<file path="config.mk">
export PLATFORM = sky130hd
export DESIGN_NAME = cswfm_top
export DESIGN_NICKNAME = d
export VERILOG_FILES = /design/src/rtl/cswfm_sync.v /design/src/rtl/cswfm_top.v
export VERILOG_INCLUDE_DIRS = /design/src /design/src/rtl
export SDC_FILE = /design/constraint.sdc
export NUM_CORES = 1
export LEC_CHECK = 0
export BUFFER_PORTS_ARGS = -buffer_cell sky130_fd_sc_hd__buf_2
export CORE_ASPECT_RATIO = 0.6
export CORE_MARGIN = 2
export CORE_UTILIZATION = 53
export DETAILED_ROUTE_END_ITERATION = 10
export PLACE_DENSITY = 0.93
export SYNTH_ARGS = -nofsm -noshare
export SYNTH_HDL_FRONTEND = slang
export SYNTH_SLANG_ARGS = --single-unit
</file>
<file path="constraint.sdc">
create_clock -name clk_sys_i -period 5.2 [get_ports clk_sys_i]
set_input_delay 0.52 -clock clk_sys_i [delete_from_list [all_inputs] [get_ports clk_sys_i]]
set_output_delay 0.52 -clock clk_sys_i [all_outputs]
set_load 0.1 [all_outputs]
</file>
<file path="src/rtl/cswfm_map.vh">
// cswfm_map.vh: register map, field positions, reset values
// assumes: included by the clock switch top module, by bare name
//
// Behaviour
// - fast rc runs when active group 01
// - trim code shifts fast rc 1.5% steps
// - trim 0000 keeps calibrated centre frequency
// - slow rc enabled at power-on reset
// - after powerup timer slow rc on if needed
// - monitor enabled keeps slow rc except sleep
// - failure raises trap, switches to fast rc
// - failure loads fast rc, sets flag, clears request
// - watchdog unaffected by clock failure
// - no start before powerup timer means failure
// - switch only between groups, primary from config
// - active group field read-only, shows effect
// - resets load both group fields from config
// - request rises on start, clear aborts
// - clock fail flag read-only failure indicator
// - config 1x disables switching and monitor
// - switching disabled: config selects, field reports
// - low byte unlock 0x46 then 0x57
// - high byte unlock 0x78 then 0x9A
// - unlock opens one write only
// - lock status bit mirrors pll lock
// - groups 00 sec, 01 fast, 10 slow, 11 pri
// - lock bit at 5, pll clock held until lock
`ifndef CSWFM_MAP_VH
`define CSWFM_MAP_VH

// ----------------------------------------
// register offsets and fields
// ----------------------------------------
`define CSWFM_CTRL_OFS 4'h0
`define CSWFM_STAT_OFS 4'h4
`define CSWFM_BIT_REQ 0
`define CSWFM_BIT_FAIL 3
`define CSWFM_BIT_LOCK 5
`define CSWFM_REQ_GRP_LO 8
`define CSWFM_ACT_GRP_LO 12
`define CSWFM_TRIM_LO 16
`define CSWFM_GRP_SEC 2'h0
`define CSWFM_GRP_FAST 2'h1
`define CSWFM_GRP_SLOW 2'h2
`define CSWFM_GRP_PRI 2'h3
`define CSWFM_TRIM_RST 4'h0
`define CSWFM_KEY_LO1 8'h46
`define CSWFM_KEY_LO2 8'h57
`define CSWFM_KEY_HI1 8'h78
`define CSWFM_KEY_HI2 8'h9A
`endif

</file>
<file path="src/rtl/cswfm_sync.v">
// cswfm_sync.v: three flop input synchroniser with agreement filter
// assumes: input asynchronous to clk_sys_i
`timescale 1ns/1ps
module cswfm_sync (
   // clock and reset
   input wire clk_sys_i,
   input wire resetn_i,
   // data
   input wire async_i,
   output reg sync_o
);
   reg s1_reg;
   reg s2_reg;
   reg s3_reg;
   always @(posedge clk_sys_i or negedge resetn_i) begin
      if (!resetn_i) begin
         s1_reg <= 1'b0;
         s2_reg <= 1'b0;
         s3_reg <= 1'b0;
         sync_o <= 1'b0;
      end else begin
         s1_reg <= async_i;
         s2_reg <= s1_reg;
         s3_reg <= s2_reg;
         if (s2_reg == s3_reg) begin
            sync_o <= s3_reg;
         end
      end
   end
endmodule

</file>
<file path="src/rtl/cswfm_top.v">
// cswfm_top.v: clock source switch, slow rc enable and failure monitor
// assumes: wishbone classic slave, oscillator status arrives on pins
//
// Design decisions made here: the register offsets and the Wishbone slave port.
`timescale 1ns/1ps
`include "cswfm_map.vh"
module cswfm_top (
   // clock and reset
   input wire clk_sys_i,
   input wire resetn_i,
   // wishbone slave
   input wire wb_cyc_i,
   input wire wb_stb_i,
   input wire wb_we_i,
   input wire [3:0] wb_adr_i,
   input wire [3:0] wb_sel_i,
   input wire [31:0] wb_dat_i,
   output reg [31:0] wb_dat_o,
   output reg wb_ack_o,
   // configuration bits
   input wire [1:0] initial_group_config_i,
   input wire [3:0] primary_choice_config_i,
   input wire [1:0] switch_monitor_config_i,
   input wire primary_uses_pll_i,
   input wire soft_watchdog_enable_i,
   // reset and power state
   input wire supply_drop_reset_i,
   input wire powerup_timer_done_i,
   input wire sleep_i,
   // oscillator status pins
   input wire [3:0] group_ready_i,
   input wire osc_fail_i,
   input wire pll_lock_i,
   // clock selection outputs
   output reg [1:0] sys_clk_group_o,
   output reg [3:0] primary_choice_o,
   output reg [3:0] rc_trim_code_o,
   output reg slow_rc_enable_o,
   output reg clock_fail_trap_o,
   output reg clock_hold_o
);
   // ----------------------------------------
   // input synchronisers
   // ----------------------------------------
   wire [3:0] rdy_s;
   wire fail_s;
   wire lock_s;
   wire pup_s;
   wire sleep_s;
   wire drop_s;
   wire drop_raw;
   wire [8:0] sync_in;
   wire [8:0] sync_out;
   assign drop_raw = supply_drop_reset_i;
   assign sync_in = {drop_raw, sleep_i, powerup_timer_done_i,
                     pll_lock_i, osc_fail_i, group_ready_i};
   genvar gi;
   generate
      for (gi = 0; gi < 9; gi = gi + 1) begin : g_sync
         cswfm_sync u_sync (
            .clk_sys_i(clk_sys_i),
            .resetn_i(resetn_i),
            .async_i(sync_in[gi]),
            .sync_o(sync_out[gi])
         );
      end
   endgenerate
   assign rdy_s = sync_out[3:0];
   assign fail_s = sync_out[4];
   assign lock_s = sync_out[5];
   assign pup_s = sync_out[6];
   assign sleep_s = sync_out[7];
   assign drop_s = sync_out[8];

   // ----------------------------------------
   // state
   // ----------------------------------------
   localparam ST_INIT = 2'd0;
   localparam ST_RUN = 2'd1;
   localparam ST_SWITCH = 2'd2;
   reg [1:0] state_reg;
   reg [1:0] active_source_group_reg;
   reg [1:0] requested_source_group_reg;
   reg [3:0] rc_trim_code_reg;
   reg switch_request_reg;
   reg clock_fail_flag_reg;
   reg [1:0] unlock_lo_reg;
   reg [1:0] unlock_hi_reg;
   reg drop_d_reg;
   reg pup_d_reg;

   // monitor and switching enabled only when config is 0x
   wire switch_en;
   assign switch_en = ~switch_monitor_config_i[1];
   wire pri_pll;
   assign pri_pll = primary_uses_pll_i &&
                    active_source_group_reg == `CSWFM_GRP_PRI;
   // source not started or pll unlocked at powerup timer rise counts as failure
   wire not_started;
   assign not_started = ~rdy_s[active_source_group_reg] ||
                        (pri_pll && ~lock_s);
   wire pup_rise;
   assign pup_rise = pup_s && !pup_d_reg;
   wire fail_event;
   assign fail_event = switch_en && !sleep_s &&
                       active_source_group_reg != `CSWFM_GRP_FAST &&
                       (fail_s || (pup_rise && not_started));
   wire drop_rise;
   assign drop_rise = drop_s && !drop_d_reg;

   // ----------------------------------------
   // wishbone decode
   // ----------------------------------------
   wire wb_req;
   assign wb_req = wb_cyc_i && wb_stb_i && !wb_ack_o;
   wire ctrl_hit;
   assign ctrl_hit = wb_adr_i == `CSWFM_CTRL_OFS;
   wire wr_lo;
   wire wr_hi;
   assign wr_lo = wb_req && wb_we_i && ctrl_hit && wb_sel_i[0];
   assign wr_hi = wb_req && wb_we_i && ctrl_hit && wb_sel_i[1];
   wire wr_trim;
   assign wr_trim = wb_req && wb_we_i && ctrl_hit && wb_sel_i[2];
   wire any_wr;
   assign any_wr = wb_req && wb_we_i;
   wire [7:0] b0;
   wire [7:0] b1;
   assign b0 = wb_dat_i[7:0];
   assign b1 = wb_dat_i[15:8];
   wire lo_open;
   wire hi_open;
   assign lo_open = unlock_lo_reg == 2'd2;
   assign hi_open = unlock_hi_reg == 2'd2;

   wire [15:0] ctrl_word;
   assign ctrl_word = {2'b00, active_source_group_reg, 2'b00,
                       requested_source_group_reg, 2'b00,
                       lock_s, 1'b0, clock_fail_flag_reg,
                       2'b00, switch_request_reg};
   wire [31:0] ctrl_rd;
   assign ctrl_rd = {12'h000, rc_trim_code_reg, ctrl_word};
   wire [31:0] stat_rd;
   assign stat_rd = {26'h0000000, state_reg, slow_rc_enable_o,
                     switch_en, sleep_s, pup_s};

   // ----------------------------------------
   // bus slave and unlock sequences
   // ----------------------------------------
   always @(posedge clk_sys_i or negedge resetn_i) begin
      if (!resetn_i) begin
         wb_ack_o <= 1'b0;
         wb_dat_o <= 32'h00000000;
         unlock_lo_reg <= 2'd0;
         unlock_hi_reg <= 2'd0;
      end else begin
         wb_ack_o <= wb_req;
         if (wb_req && !wb_we_i) begin
            if (ctrl_hit) begin
               wb_dat_o <= ctrl_rd;
            end else if (wb_adr_i == `CSWFM_STAT_OFS) begin
               wb_dat_o <= stat_rd;
            end else begin
               wb_dat_o <= 32'h00000000;
            end
         end
         if (any_wr) begin
            if (unlock_lo_reg == 2'd0 && wr_lo && b0 == `CSWFM_KEY_LO1) begin
               unlock_lo_reg <= 2'd1;
            end else if (unlock_lo_reg == 2'd1 && wr_lo &&
                         b0 == `CSWFM_KEY_LO2) begin
               unlock_lo_reg <= 2'd2;
            end else begin
               unlock_lo_reg <= 2'd0;
            end
            if (unlock_hi_reg == 2'd0 && wr_hi && b1 == `CSWFM_KEY_HI1) begin
               unlock_hi_reg <= 2'd1;
            end else if (unlock_hi_reg == 2'd1 && wr_hi &&
                         b1 == `CSWFM_KEY_HI2) begin
               unlock_hi_reg <= 2'd2;
            end else begin
               unlock_hi_reg <= 2'd0;
            end
         end else if (wb_req) begin
            unlock_lo_reg <= 2'd0;
            unlock_hi_reg <= 2'd0;
         end
      end
   end

   // ----------------------------------------
   // clock switch state machine
   // ----------------------------------------
   always @(posedge clk_sys_i or negedge resetn_i) begin
      if (!resetn_i) begin
         state_reg <= ST_INIT;
         active_source_group_reg <= `CSWFM_GRP_FAST;
         requested_source_group_reg <= `CSWFM_GRP_FAST;
         rc_trim_code_reg <= `CSWFM_TRIM_RST;
         switch_request_reg <= 1'b0;
         clock_fail_flag_reg <= 1'b0;
         drop_d_reg <= 1'b0;
         pup_d_reg <= 1'b0;
      end else begin
         drop_d_reg <= drop_s;
         pup_d_reg <= pup_s;
         if (wr_trim) begin
            rc_trim_code_reg <= wb_dat_i[19:16];
         end
         if (state_reg == ST_INIT || drop_rise) begin
            active_source_group_reg <= initial_group_config_i;
            requested_source_group_reg <= initial_group_config_i;
            switch_request_reg <= 1'b0;
            state_reg <= ST_RUN;
         end else if (!switch_en) begin
            active_source_group_reg <= initial_group_config_i;
            switch_request_reg <= 1'b0;
            state_reg <= ST_RUN;
         end else if (fail_event) begin
            active_source_group_reg <= `CSWFM_GRP_FAST;
            clock_fail_flag_reg <= 1'b1;
            switch_request_reg <= 1'b0;
            state_reg <= ST_RUN;
         end else begin
            if (hi_open && wr_hi) begin
               requested_source_group_reg <= b1[1:0];
            end
            case (state_reg)
               ST_RUN: begin
                  if (lo_open && wr_lo && b0[`CSWFM_BIT_REQ]) begin
                     switch_request_reg <= 1'b1;
                     state_reg <= ST_SWITCH;
                  end
               end
               ST_SWITCH: begin
                  if (lo_open && wr_lo && !b0[`CSWFM_BIT_REQ]) begin
                     switch_request_reg <= 1'b0;
                     state_reg <= ST_RUN;
                  end else if (requested_source_group_reg ==
                               active_source_group_reg) begin
                     switch_request_reg <= 1'b0;
                     state_reg <= ST_RUN;
                  end else if (rdy_s[requested_source_group_reg]) begin
                     active_source_group_reg <=
                        requested_source_group_reg;
                     switch_request_reg <= 1'b0;
                     state_reg <= ST_RUN;
                  end
               end
               default: begin
                  state_reg <= ST_RUN;
               end
            endcase
         end
      end
   end

   // ----------------------------------------
   // registered outputs
   // ----------------------------------------
   always @(posedge clk_sys_i or negedge resetn_i) begin
      if (!resetn_i) begin
         sys_clk_group_o <= `CSWFM_GRP_FAST;
         primary_choice_o <= 4'h0;
         rc_trim_code_o <= `CSWFM_TRIM_RST;
         slow_rc_enable_o <= 1'b1;
         clock_fail_trap_o <= 1'b0;
         clock_hold_o <= 1'b1;
      end else begin
         sys_clk_group_o <= active_source_group_reg;
         primary_choice_o <= primary_choice_config_i;
         rc_trim_code_o <= rc_trim_code_reg;
         clock_fail_trap_o <= fail_event;
         clock_hold_o <= pri_pll && !lock_s;
         if (!pup_s) begin
            slow_rc_enable_o <= 1'b1;
         end else if (switch_en) begin
            slow_rc_enable_o <= !sleep_s;
         end else begin
            slow_rc_enable_o <= soft_watchdog_enable_i ||
               active_source_group_reg == `CSWFM_GRP_SLOW;
         end
      end
   end
endmodule

</file>
After elaboration in Yosys (flattened, before gate mapping)
Index checks and enable logic that the tools add are counted.
- $lt $le $gt $ge: 2
- reductions and logical operators: 54
- equality and inequality tests: 30
- muxes and demuxes: 42
- bitwise gates (word level): 4
- operators with widths (kind ; number):
    two-way mux 2 bit ; 25
    two-way mux 32 bit ; 1
    logical AND 1 bit ; 29
    equality test 8 x 7 -> 1 bit, second input constant ; 3
    two-way mux 1 bit ; 11
    equality test 2 bit, second input constant ; 5
    equality test 1 bit ; 9
    AND reduction 3 bit ; 3
    equality test 8 bit, second input constant ; 1
    != test 4 bit, second input constant ; 2
    nonzero test 4 bit ; 2
    zero test 1 bit ; 7
    != test 7 bit, second input constant ; 1
    equality test 2 x 1 -> 1 bit, second input constant ; 3
    zero test 2 bit ; 3
    less-than comparator 2 x 3 -> 1 bit, second input constant ; 2
    two-way mux 6 bit ; 1
    != test 2 x 1 -> 1 bit, second input constant ; 3
    != test 5 bit, second input constant ; 1
    nonzero test 5 bit ; 1
    binary-select mux 1 bit (select 2 bit) ; 2
    equality test 4 x 3 -> 1 bit, second input constant ; 1
    zero test 4 bit ; 1
    logical OR 1 bit ; 4
    other kinds (7) ; 11
- bits in registers: 100
- bits of input ports: 64
- logic and storage cells: 186

Depth between registers and ports, before layout
Gate-level depths: netlist (run 1).
- word-level depth: 12
- mapped depth: 6
- gate-level depth less buffers: 5

Cells and area by module
Synthesis (run 1) repeated with hierarchy kept, for this count alone.
- cell total of the unflattened synthesis: 241
- area, all modules: 3179.3 sq um
- by module, submodules not included (module ; area each (sq um) ; sequential area each (sq um) ; cells an instance ; times used):
    cswfm_top ; 2177.1 ; 1157.4 ; 196 ; 1
    cswfm_sync ; 111.4 ; 100.1 ; 5 ; 9

Worst setup path after synthesis (run 1)
Ideal clock, no wire load.
- path kind: register to register
- start point: register wb_ack_o
- end point: register wb_dat_o[13]
- arrival: 2.050 ns
- clock period less this slack: 2.172 ns
- library setup time: 0.122 ns
- stages on the path, launching flop included: 6
- path slack: 3.028 ns
- path buffers: 2
- cells stage by stage: dfrtp_1 nand3b_1 or2_2 clkbuf_1 clkbuf_1 a22o_1
- word-level cells in the longest chain between the ends: 3
- RTL lines (what ; RTL line ; text):
    start: declaration ; cswfm_top.v:19 ; output reg wb_ack_o,
    start signal: assignment ; cswfm_top.v:156 ; wb_ack_o <= wb_req;
    zero test 1 bit ; cswfm_top.v:115 ; assign wb_req = wb_cyc_i && wb_stb_i && !wb_ack_o;
    logical AND 1 bit ; cswfm_top.v:115 ;
    logical AND 1 bit ; cswfm_top.v:157 ; if (wb_req && !wb_we_i) begin
    end signal: assignment ; cswfm_top.v:159 ; wb_dat_o <= ctrl_rd;
    end signal: assignment ; cswfm_top.v:161 ; wb_dat_o <= stat_rd;
    end: declaration ; cswfm_top.v:18 ; output reg [31:0] wb_dat_o,
Every way passes these cells.
A chain may end at the register's enable or synchronous reset.

Final worst setup path (run 1)
- start point: register requested_source_group_reg[0]
- end point: register state_reg[0]
- word-level cells in the longest chain between the ends: 7
- elaborated cells on any way between the ends: 11
- RTL lines (what ; RTL line ; text):
    start: declaration ; cswfm_top.v:83 ; reg [1:0] requested_source_group_reg;
    start signal: assignment ; cswfm_top.v:197 ; requested_source_group_reg <= `CSWFM_GRP_FAST;
    start signal: assignment ; cswfm_top.v:211 ; requested_source_group_reg <= initial_group_config_i;
    start signal: assignment ; cswfm_top.v:225 ; requested_source_group_reg <= b1[1:0];
    equality test 2 bit ; cswfm_top.v:238 ; end else if (requested_source_group_reg ==
    two-way mux 2 bit ; cswfm_top.v:238 ;
    two-way mux 2 bit ; cswfm_top.v:235 ; if (lo_open && wr_lo && !b0[`CSWFM_BIT_REQ]) begin
    one-hot mux 2 bit (2 select lines) ; cswfm_top.v:227 ; case (state_reg)
    two-way mux 2 bit ; cswfm_top.v:218 ; end else if (fail_event) begin
    two-way mux 2 bit ; cswfm_top.v:214 ; end else if (!switch_en) begin
    two-way mux 2 bit ; cswfm_top.v:209 ; if (state_reg == ST_INIT || drop_rise) begin
    end signal: assignment ; cswfm_top.v:213 ; state_reg <= ST_RUN;
    end signal: assignment ; cswfm_top.v:217 ; state_reg <= ST_RUN;
    end signal: assignment ; cswfm_top.v:222 ; state_reg <= ST_RUN;
    end: declaration ; cswfm_top.v:81 ; reg [1:0] state_reg;
Several ways; a longest one is shown, not always the timed one. The select of a mux whose other input is x is not followed.

==> impl_metrics.yaml, run 1 <==
floorplanning:
  die_area_um2: 6450
  placement_rows: 21
  core_region_area_um2: 5600
  die_y_um: 63.0
  io_pins: 110
  floorplan.die.width_um: 102
  floorplan.initialDensity: 0.550
layout:
  flip_flop_count_of_the_largest_register_all_copies_and_words_added: 14
  regMostFlops: "wb_dat_o"
  finished_layout_cells: 392
  final_util: 0.656
  design_area_um2: 3670
  num-nets-final: 371
  antenna-diode-count: 0
  area_growth_syn_to_layout_pct: 19.4
  drive_above_1_share: 0.343
setup_path:
  crit_path_max_fanout: 5
  cp_num_cells: 4
  worstReg2RegEnd: "state_reg[0]"
  r2r.worst_path.cells: 4
  timing.critical_path.cells: "mux4_2 -> a2111oi_2 -> a22oi_1 -> or2_1"
  crit_path_start: "requested_source_group_reg[0]"
  timing.critical_path.from_type: "register"
  worst_path_largest_cell_delay_ps: 600
  worstSetupPathType: "reg -> reg"
  crit_path_end_kind: "register"
  r2r_start: "requested_source_group_reg[0]"
  register_to_register_path_setup_slack_ps: 3160
  data_required_time_of_the_worst_path_ps: 5440
  worst_path_max_delay_cell: "sky130_fd_sc_hd__dfstp_2"
  critical_path_buf_inv_count: 0
  cp_top_family: "flip-flops"
  critical_path_arrival_ps: 2270
  worst_setup_path_endpoint: "state_reg[0]"
sta:
  fin_hold_ws_ps: 272
  max_freq_ghz: 0.491
  max-slew-margin-rel: 0.354
  hold_violations: 0
  timing.clock.skew_ps: 5.98
  finalSetupViolations: 0
  worst-slew-pin-transition_ps: 968
  rsz0062_at_grt: "false"
  final_min_period_over_clock_period: 0.392
  final_critical_path_required_period_ps: 2040
  final_max_slew_viol_count: 0
  tns_ps: 0
  timing.final.ws_setup_ps: 3160
power:
  power_density_nw_per_um2: 385
  power_frac_clock: 0.323
  power_mw: 1.42
  power.leakage_nw: 1.82
  seq_power_share: 0.502
  power.net_switching_uw: 446
  power.switching_fraction: 0.315
  power_frac_comb: 0.175
  worst_ir_drop_vdd_mv: 0.216
  p_int_uw: 969
yosys:
  synthesis.yosys.warnings: 0
  synth-async-reset-ratio: 1.00
  synthDominantAreaCellType: "sky130_fd_sc_hd__dfrtp_1"
  synth_enable_flop_cells: 0
  yosys-top-cells-count: "sky130_fd_sc_hd__dfrtp_1 (77), sky130_fd_sc_hd__buf_4 (18), sky130_fd_sc_hd__nand2_1 (13), sky130_fd_sc_hd__a22o_1 (11), sky130_fd_sc_hd__nor2_1 (11)"
  yosysMostFrequentCell: "sky130_fd_sc_hd__dfrtp_1"
  netlist_top_cells_area: "sky130_fd_sc_hd__dfrtp_1 (63%), sky130_fd_sc_hd__buf_4 (4.4%), sky130_fd_sc_hd__dfstp_2 (4.3%)"
  synth_top_area_share: 0.627
  synth_seq_area_share: 0.669
  syn_area_per_cell_um2: 13.7
  synth.lib_cells_used.distinct: 49
  synthCells: 225
  synth.cell_area_um2: 3080
  postSynthRegisterBits: 82
  synth_ff_type: "sky130_fd_sc_hd__dfrtp_1"
run_status:
  run_status: "complete, no violations"
global_route:
  global_route.overflow_total: 0
  grt_util_all_layers: 0.205
  global_route_wire_length_before_repair_mm: 9.72
  grt_start_max_net_pins: 83
  antenna_found_initial: 0
  grt_pass1_vias: 2031
cts:
  cts_tree: "yes"
  cts-root-buf: "sky130_fd_sc_hd__clkbuf_8"
  cts_hold_buf: 0
  clock_tree.htree_level_count: 3
  clk_pin_slew_ps: 80
  cts_made_buffers: 9
  clk-insertion-delay-late_ps: 350
  clock-sinks: 82
  post_cts_resized: 0
  post_cts_setup_buffer_count: 0
  clock_tree.buffer_depth: 2
placed_design:
  instance_area_at_placement_um2: 3470
  preCtsSetupSlack_ps: 3000
  hpwl_mm: 4.41
  finalWeightedCongestion: 0.905
  placed_cells_incl_taps: 376
  buffer_ports.inserted: 77
drt:
  post_drt_via_cell_ratio: 5.07
  drc: 0
  wire_length_after_detailed_routing_mm: 5.99
  drt_pass1_iterations: 4
  detailroute.via_count: 1987
  drtAntennaViolNets: 0
  drtIter0Drc: 70
  routedWlPerCell_um: 15.3
run:
  drv.max_cap_violation_count: 0
worst_hold_path:
  worst_hold_path_type: "in -> reg"
worst register-to-register path: stages (launching register included):
cell and delay (ps):
sky130_fd_sc_hd__dfstp_2 600, sky130_fd_sc_hd__mux4_2 550, sky130_fd_sc_hd__a2111oi_2 400, sky130_fd_sc_hd__a22oi_1 160
sky130_fd_sc_hd__or2_1 220
layout by cell type (no fill, tap or decap), types with 3 or more instances in the layout:
cell / instances
sky130_fd_sc_hd__a21oi_1: 3
sky130_fd_sc_hd__a22o_1: 11
sky130_fd_sc_hd__buf_2: 76
sky130_fd_sc_hd__clkbuf_8: 10
sky130_fd_sc_hd__conb_1: 18
sky130_fd_sc_hd__dfrtp_1: 77
sky130_fd_sc_hd__dfstp_2: 5
sky130_fd_sc_hd__inv_1: 7
sky130_fd_sc_hd__maj3_1: 9
sky130_fd_sc_hd__mux2_2: 5
sky130_fd_sc_hd__mux2i_1: 6
sky130_fd_sc_hd__nand2_1: 13
sky130_fd_sc_hd__nand3_1: 3
sky130_fd_sc_hd__nor2_1: 11
sky130_fd_sc_hd__nor2b_1: 3
sky130_fd_sc_hd__o31ai_1: 6
kinds of logic after synthesis:
group           synth area share
mux                       0.0488
buf+inv                   0.0598
compound gates            0.0838
other cells              0.00122
fa+ha+maj                 0.0293
simple gates               0.102
flops                      0.669
xor+xnor                 0.00570
power groups by stage:
stage / Clock, mW / Combinational (mW) / Sequential (mW)
2_1_floorplan: 0 / 0.120 / 0.800
3_3_place_gp: 0 / 0.244 / 0.722
3_5_place_dp: 0 / 0.249 / 0.724
4_1_cts: 0.472 / 0.250 / 0.711
5_1_grt: 0.497 / 0.262 / 0.717
6_report: 0.457 / 0.248 / 0.711
metal layers:
layer,share of wire,global-route usage,vias up,wire (µm)
met5,0,0,-,0
li1,-,-,921,-
met1,0.42,0.259,952,2510
met4,0.015,0.0950,0,91
met3,0.10,0.0738,10,601
met2,0.46,0.315,104,2780
final cells by class:
| class | count | area (µm²) |
|---|---|---|
| flip-flops and latches | 82 | 2060 |
| fillers | 429 | 1920 |
| multi-input cells | 130 | 897 |
| repair buffers | 77 | 388 |
| clock buffers | 11 | 141 |
| well taps | 80 | 100 |
| clock inverters | 5 | 62.6 |
| inverters | 7 | 26.3 |
worst min-delay path by stage:
stage	from	end	slack (ps)	cells after the start
after detailed placement	g_sync[3].u_sync.s1_reg	g_sync[3].u_sync.s2_reg	330	0
final	powerup_timer_done_i	g_sync[6].u_sync.s1_reg	270	1
after global routing	powerup_timer_done_i	g_sync[6].u_sync.s1_reg	240	1
after global placement	g_sync[8].u_sync.s1_reg	g_sync[8].u_sync.s2_reg	330	0
after CTS	powerup_timer_done_i	g_sync[6].u_sync.s1_reg	250	1
after floorplan	resetn_i	active_source_group_reg[1]	220	0
(Power assumes the default switching activity.)
==> inputs of run 2 (changes only) <==
--- a/config.mk
+++ b/config.mk
@@ -9,9 +9,9 @@
 export BUFFER_PORTS_ARGS = -buffer_cell sky130_fd_sc_hd__buf_2
 export CORE_ASPECT_RATIO = 0.6
 export CORE_MARGIN = 2
-export CORE_UTILIZATION = 53
+export CORE_UTILIZATION = 44
 export DETAILED_ROUTE_END_ITERATION = 10
-export PLACE_DENSITY = 0.93
+export PLACE_DENSITY = 0.84
 export SYNTH_ARGS = -nofsm -noshare
 export SYNTH_HDL_FRONTEND = slang
 export SYNTH_SLANG_ARGS = --single-unit
==> constraint.sdc (replaced) <==
create_clock -name clk_sys_i -period 1.7 [get_ports clk_sys_i]
set_input_delay 0.17 -clock clk_sys_i [delete_from_list [all_inputs] [get_ports clk_sys_i]]
set_output_delay 0.17 -clock clk_sys_i [all_outputs]
set_load 0.1 [all_outputs]
==> run 2 against run 1 <==
Clock skew hardly changed. Largest power group unchanged. Combinational power grew to 3.5 times the previous value. Highest routed layer unchanged. Worst hold slack worse by 230 ps. Maximum frequency is 11% higher. Via count is 7.6% higher. Largest cell class unchanged. Critical path depth stayed put. The flow now finishes with violations (negative setup slack). Die area is 19% higher. Critical path type unchanged. Non-clock buffer count is 29 higher.
==> impl_metrics.yaml, run 2 (synthesized netlist as in run 1, its figures left out) <==
global_route:
  global_route_wire_length_before_repair_mm: 10.3
  antenna_found_initial: 0
  global_route.overflow_total: 0
  globalRouteMet2Util: 0.283
  grt_start_max_net_pins: 39
  grt_util_all_layers: 0.183
  global_route.usage.met1: 0.229
  groute.layer.met3.usage: 0.0813
  grt.busiest_layer: "met2"
  grt_pass1_vias: 2124
worst_hold_path:
  worst_hold_path_type: "in -> reg"
floorplanning:
  core_region_area_um2: 6710
  placement_rows: 23
  die_area_um2: 7700
  die_y_um: 68.8
  floorplan.die.width_um: 112
  io_pins: 110
  floorplan.initialDensity: 0.459
drt:
  drc: 0
  drtIter0Drc: 125
  drtAntennaViolNets: 0
  drt_pass1_iterations: 6
  wire_length_after_detailed_routing_mm: 6.68
  routedWlPerCell_um: 15.6
  detailroute.via_count: 2139
  post_drt_via_cell_ratio: 5.00
sta:
  final_max_slew_viol_count: 0
  finalSetupViolations: 5
  tns_ps: -495
  timing.clock.skew_ps: 6.07
  rsz0062_at_grt: "true"
  final_min_period_over_clock_period: 1.08
  final_critical_path_required_period_ps: 1830
  max_freq_ghz: 0.547
  timing.final.ws_setup_ps: -129
  worst-slew-pin-transition_ps: 550
  max-slew-margin-rel: 0.628
  hold_violations: 0
placed_design:
  finalWeightedCongestion: 0.874
  hpwl_mm: 4.85
  buffer_ports.inserted: 77
layout:
  final_cell_mix: "sky130_fd_sc_hd__dfrtp_1 (76), sky130_fd_sc_hd__buf_2 (76), sky130_fd_sc_hd__conb_1 (18)"
  flip_flop_count_of_the_largest_register_all_copies_and_words_added: 14
  total_area_of_multi_input_combinational_cells_um2: 975
  num-nets-final: 400
  antenna-diode-count: 0
  n_fill_cell: 539
  regMostFlops: "wb_dat_o"
  area_growth_syn_to_layout_pct: 33.6
  drive_above_1_share: 0.384
  sequential_cell_area_um2: 2060
run_status:
  violated_checks: "negative setup slack"
  run_status: "complete, but fails checks"
setup_path:
  crit_path_end_kind: "register"
  timing.critical_path.from_type: "register"
  crit_path_max_fanout: 2
  worst_path_largest_cell_delay_ps: 550
  worst_path_max_delay_cell: "sky130_fd_sc_hd__mux4_2"
  data_required_time_of_the_worst_path_ps: 1920
  critical_path_buf_inv_count: 0
  timing.critical_path.cells: "mux4_2 -> a2111oi_4 -> a22oi_2 -> or2_1"
  worstSetupPathType: "reg -> reg"
  critical_path_arrival_ps: 2040
  cp_top_family: "multiplexers"
cts:
  cts_made_buffers: 9
  clock_tree.htree_level_count: 3
  cts_tree: "yes"
  clk-insertion-delay-late_ps: 340
  clock-sinks: 82
  clk_pin_slew_ps: 50
  cts-root-buf: "sky130_fd_sc_hd__clkbuf_16"
  clock_tree.buffer_depth: 2
power:
  worst_ir_drop_vdd_mv: 0.558
  power_mw: 4.83
  power_density_nw_per_um2: 1170
  power.leakage_nw: 2.02
run:
  drv.max_cap_violation_count: 0
## run 2: timing repair
action | in CTS | in global routing
endpoints found under the setup margin | 6 | 7
endpoints found under the hold margin | 40 | 0
setup buffers | 0 | 1
pin swaps | 3 | 0
hold buffers | 14 | 0
gates cloned | 0 | 0
resized for setup | 3 | 4
## run 2: layer usage
metal,vias to the layer above,wire (µm)
met4,0,104
met5,-,0
met1,1039,2890
met2,107,2910
li1,981,-
met3,12,773
## run 2: final cells by class
type | instances | share of cell area
timing repair buffer | 106 | 0.159
inverter | 7 | 0.00639
clock buffer | 15 | 0.0676
multi-input combinational | 130 | 0.237
sequential | 82 | 0.502
clock inverter | 1 | 0.00183
tap | 87 | 0.0265
## run 2: path summary, 6_finish.rpt
path,from,end,slack (ps),cells past startpoint
max,requested_source_group_reg[0],state_reg[0],-130,4
min,wb_dat_i[14],unlock_hi_reg[1],40,2
max reg2reg,requested_source_group_reg[0],state_reg[0],-130,4
min reg2reg,g_sync[8].u_sync.s1_reg,g_sync[8].u_sync.s2_reg,350,0
max in group asynchronous,resetn_i,sys_clk_group_o[0],780,3
min in group asynchronous,resetn_i,rc_trim_code_reg[2],300,2
## run 2: per-stage QoR
stage | util | setup WS [ps] | cell area, µm² | std cells | hold WS [ps]
floorplan | - | -122 | 3200 | 242 | -126
global placement | 0.543 | -87.9 | 3640 | 397 | 107
detailed placement | 0.543 | -141 | 3640 | 397 | 111
CTS | 0.609 | -131 | 4090 | 427 | 29.7
global route | 0.613 | -162 | 4110 | 428 | 47.8
finish | 0.613 | -129 | 4110 | 428 | 44.3
## run 2: where the power goes
part           internal [mW]  switching, mW
Combinational          0.216          0.640
Clock                   1.11          0.699
Sequential              2.09         0.0769
==> inputs of run 3 (changes only) <==
--- a/config.mk
+++ b/config.mk
@@ -9,9 +9,10 @@
 export BUFFER_PORTS_ARGS = -buffer_cell sky130_fd_sc_hd__buf_2
 export CORE_ASPECT_RATIO = 0.6
 export CORE_MARGIN = 2
-export CORE_UTILIZATION = 44
+export CORE_UTILIZATION = 45
 export DETAILED_ROUTE_END_ITERATION = 10
-export PLACE_DENSITY = 0.84
+export PLACE_DENSITY = 0.85
 export SYNTH_ARGS = -nofsm -noshare
 export SYNTH_HDL_FRONTEND = slang
+export SYNTH_HIERARCHICAL = 1
 export SYNTH_SLANG_ARGS = --single-unit
==> run 3 against run 2 <==
The flow still finishes with violations (negative setup slack). Cell count grew 7.0%. Non-clock buffer count grew 13. Setup slack got worse by 98 ps. Area after synthesis increased by 3.4%. Synthesized cell count increased by 7.1%. Critical path type unchanged. Largest power group unchanged.
==> impl_metrics.yaml, run 3 <==
global_route:
  grt_start_max_net_pins: 42
  antenna_found_initial: 0
  global_route.overflow_total: 0
  grt_pass1_vias: 2230
  global_route_wire_length_before_repair_mm: 11.0
  grt_util_all_layers: 0.187
layout:
  most_common_library_cell_in_the_layout_ignoring_fill_and_taps: "sky130_fd_sc_hd__buf_2"
  antenna-diode-count: 0
  final_util: 0.641
  n_fill_cell: 524
  final_cell_mix: "sky130_fd_sc_hd__buf_2 (76), sky130_fd_sc_hd__dfrtp_1 (75), sky130_fd_sc_hd__nand2_1 (33)"
  finished_layout_cells: 458
  total_area_of_multi_input_combinational_cells_um2: 1040
  area_growth_syn_to_layout_pct: 36.4
  drive_above_1_share: 0.442
  num-nets-final: 430
  flip_flop_count_of_the_largest_register_all_copies_and_words_added: 14
  design_area_um2: 4340
  sequential_cell_area_um2: 2060
  regMostFlops: "wb_dat_o"
yosys:
  synth_top_area_share: 0.606
  postSynthRegisterBits: 82
  yosysMostFrequentCell: "sky130_fd_sc_hd__dfrtp_1"
  synth.lib_cells_used.distinct: 51
  synthesis.yosys.warnings: 6
  synth_enable_flop_cells: 0
  synthCells: 241
  synthDominantAreaCellType: "sky130_fd_sc_hd__dfrtp_1"
  netlist_top_cells_area: "sky130_fd_sc_hd__dfrtp_1 (61%), sky130_fd_sc_hd__buf_4 (4.3%), sky130_fd_sc_hd__dfstp_2 (4.1%)"
  syn_area_per_cell_um2: 13.2
  synth_seq_area_share: 0.647
  synth.cell_area_um2: 3180
  yosys-top-cells-count: "sky130_fd_sc_hd__dfrtp_1 (77), sky130_fd_sc_hd__nand2_1 (33), sky130_fd_sc_hd__buf_4 (18), sky130_fd_sc_hd__maj3_2 (9), sky130_fd_sc_hd__nor2_1 (9)"
  synth-async-reset-ratio: 1.00
  synth_ff_type: "sky130_fd_sc_hd__dfrtp_1"
setup_path:
  data_required_time_of_the_worst_path_ps: 1930
  worst_path_largest_cell_delay_ps: 570
  worst_path_max_delay_cell: "sky130_fd_sc_hd__dfstp_2"
  critical_path_arrival_ps: 2160
  worstSetupPathType: "reg -> reg"
  crit_path_end_kind: "register"
  timing.critical_path.cells: "nor2b_4 -> and3b_4 -> a21oi_4 -> inv_2 -> or4_4 -> and2_1"
  r2r_start: "active_source_group_reg[0]"
  timing.critical_path.from_type: "register"
  crit_path_start: "active_source_group_reg[0]"
  crit_path_max_fanout: 4
worst_hold_path:
  worst_hold_path_type: "in -> reg"
  hold_path_startpoint: "wb_dat_i[4]"
cts:
  cts_tree: "yes"
  clock_tree.buffer_depth: 2
  clk-insertion-delay-late_ps: 340
  post_cts_setup_buffer_count: 0
  clock_tree.htree_level_count: 3
  cts_made_buffers: 9
  clock-sinks: 82
  clk_pin_slew_ps: 60
  cts-root-buf: "sky130_fd_sc_hd__clkbuf_16"
drt:
  routedWlPerCell_um: 15.0
  drt_pass1_iterations: 4
  wire_length_after_detailed_routing_mm: 6.88
  post_drt_via_cell_ratio: 4.83
  drtIter0Drc: 114
  detailroute.via_count: 2211
  drtAntennaViolNets: 0
  drc: 0
placed_design:
  finalWeightedCongestion: 0.863
  hpwl_mm: 5.04
  instance_area_at_placement_um2: 3820
  placed_cells_incl_taps: 428
  preCtsSetupSlack_ps: -180
  buffer_ports.inserted: 77
sta:
  hold_violations: 0
  timing.final.ws_setup_ps: -227
  final_critical_path_required_period_ps: 1930
  rsz0062_at_grt: "true"
  finalSetupViolations: 7
  fin_hold_ws_ps: 38.2
  final_min_period_over_clock_period: 1.13
  final_max_slew_viol_count: 0
  max_freq_ghz: 0.519
  timing.clock.skew_ps: 11.1
power:
  worst_ir_drop_vdd_mv: 0.985
  power.switching_fraction: 0.293
  power_density_nw_per_um2: 1250
  p_int_mw: 3.84
  power_frac_clock: 0.391
  power_frac_comb: 0.205
  seq_power_share: 0.404
  power.leakage_nw: 2.11
  power.net_switching_mw: 1.59
run:
  drv.max_cap_violation_count: 0
floorplanning:
  core_region_area_um2: 6760
  floorplan.die.width_um: 113
  floorplan.initialDensity: 0.470
  die_y_um: 69.1
  io_pins: 110
  die_area_um2: 7780
  placement_rows: 23
run_status:
  violated_checks: "negative setup slack"
  run_status: "complete, but fails checks"
[run 3: cell count changes after synthesis, sizes merged, moves of 3 or more]
cell / delta
a22o: -9
o21ai: +4
or2: -3
nand2: +20
[run 3: final timing paths]
kind	endpoint	slack [ps]	depth (start not counted)
hold / removal	unlock_lo_reg[0]	40	2
setup reg to reg	state_reg[0]	-230	6
max in group asynchronous	pup_d_reg	850	3
min in group asynchronous	wb_ack_o	270	2
setup / recovery	state_reg[0]	-230	6
hold reg to reg	g_sync[4].u_sync/s2_reg	350	0
[run 3: repair_timing]
action / 4_1_cts / 5_1_grt
hold buffers: 14 / 0
setup endpoints to repair: 7 / 14
pin swaps: 6 / 4
gates resized for setup: 4 / 5
hold endpoints to repair: 31 / 0
[run 3: worst max-delay path, delay by kind of cell, from the launching register on]
kind	cells	cell delay (ps)
compound gates	1	130
buf+inv	1	50
flops	1	570
simple gates	4	1070
[run 3: per-stage QoR]
| step | power, mW | TNS, ps |
|---|---|---|
| 2_1_floorplan | 2.98 | -1030 |
| 3_3_place_gp | 3.25 | -742 |
| 6_report | 5.42 | -827 |
| 4_1_cts | 5.45 | -581 |
| 3_5_place_dp | 3.28 | -1040 |
| 5_1_grt | 5.62 | -1150 |
[run 3: cell families after synthesis]
group | Yosys count | synth area share
adder cells (fa/ha/maj) | 9 | 0.0319
other | 1 | 0.00118
flip-flops | 82 | 0.647
buffers and inverters | 30 | 0.0594
AND/OR/NAND/NOR | 74 | 0.135
multiplexers | 13 | 0.0476
XOR/XNOR | 2 | 0.00551
AO/OA/AOI/OAI | 30 | 0.0716
[run 3: power groups by stage]
stage                     combinational, mW  clock, mW  sequential, mW
after global placement                 1.04          0            2.21
final                                  1.11       2.12            2.19
after CTS                              1.11       2.16            2.19
after detailed placement               1.06          0            2.22
after global routing                   1.17       2.24            2.21
after floorplan                       0.443          0            2.53
[run 3: per-layer routing]
layer / global-route usage / wire [µm] / vias to the layer above
li1: - / - / 1051
met1: 0.239 / 2900 / 1078
met2: 0.299 / 3400 / 74
met3: 0.0686 / 508 / 8
met4: 0.0637 / 75 / 0
met5: 0 / 0 / -
[run 3: area by class of cell]
cell class | instances | area share
Timing Repair Buffer | 119 | 0.175
Tap cell | 87 | 0.0251
Clock buffer | 12 | 0.0615
Clock inverter | 4 | 0.0167
Multi-Input combinational cell | 146 | 0.239
Sequential cell | 82 | 0.476
Inverter | 8 | 0.00692
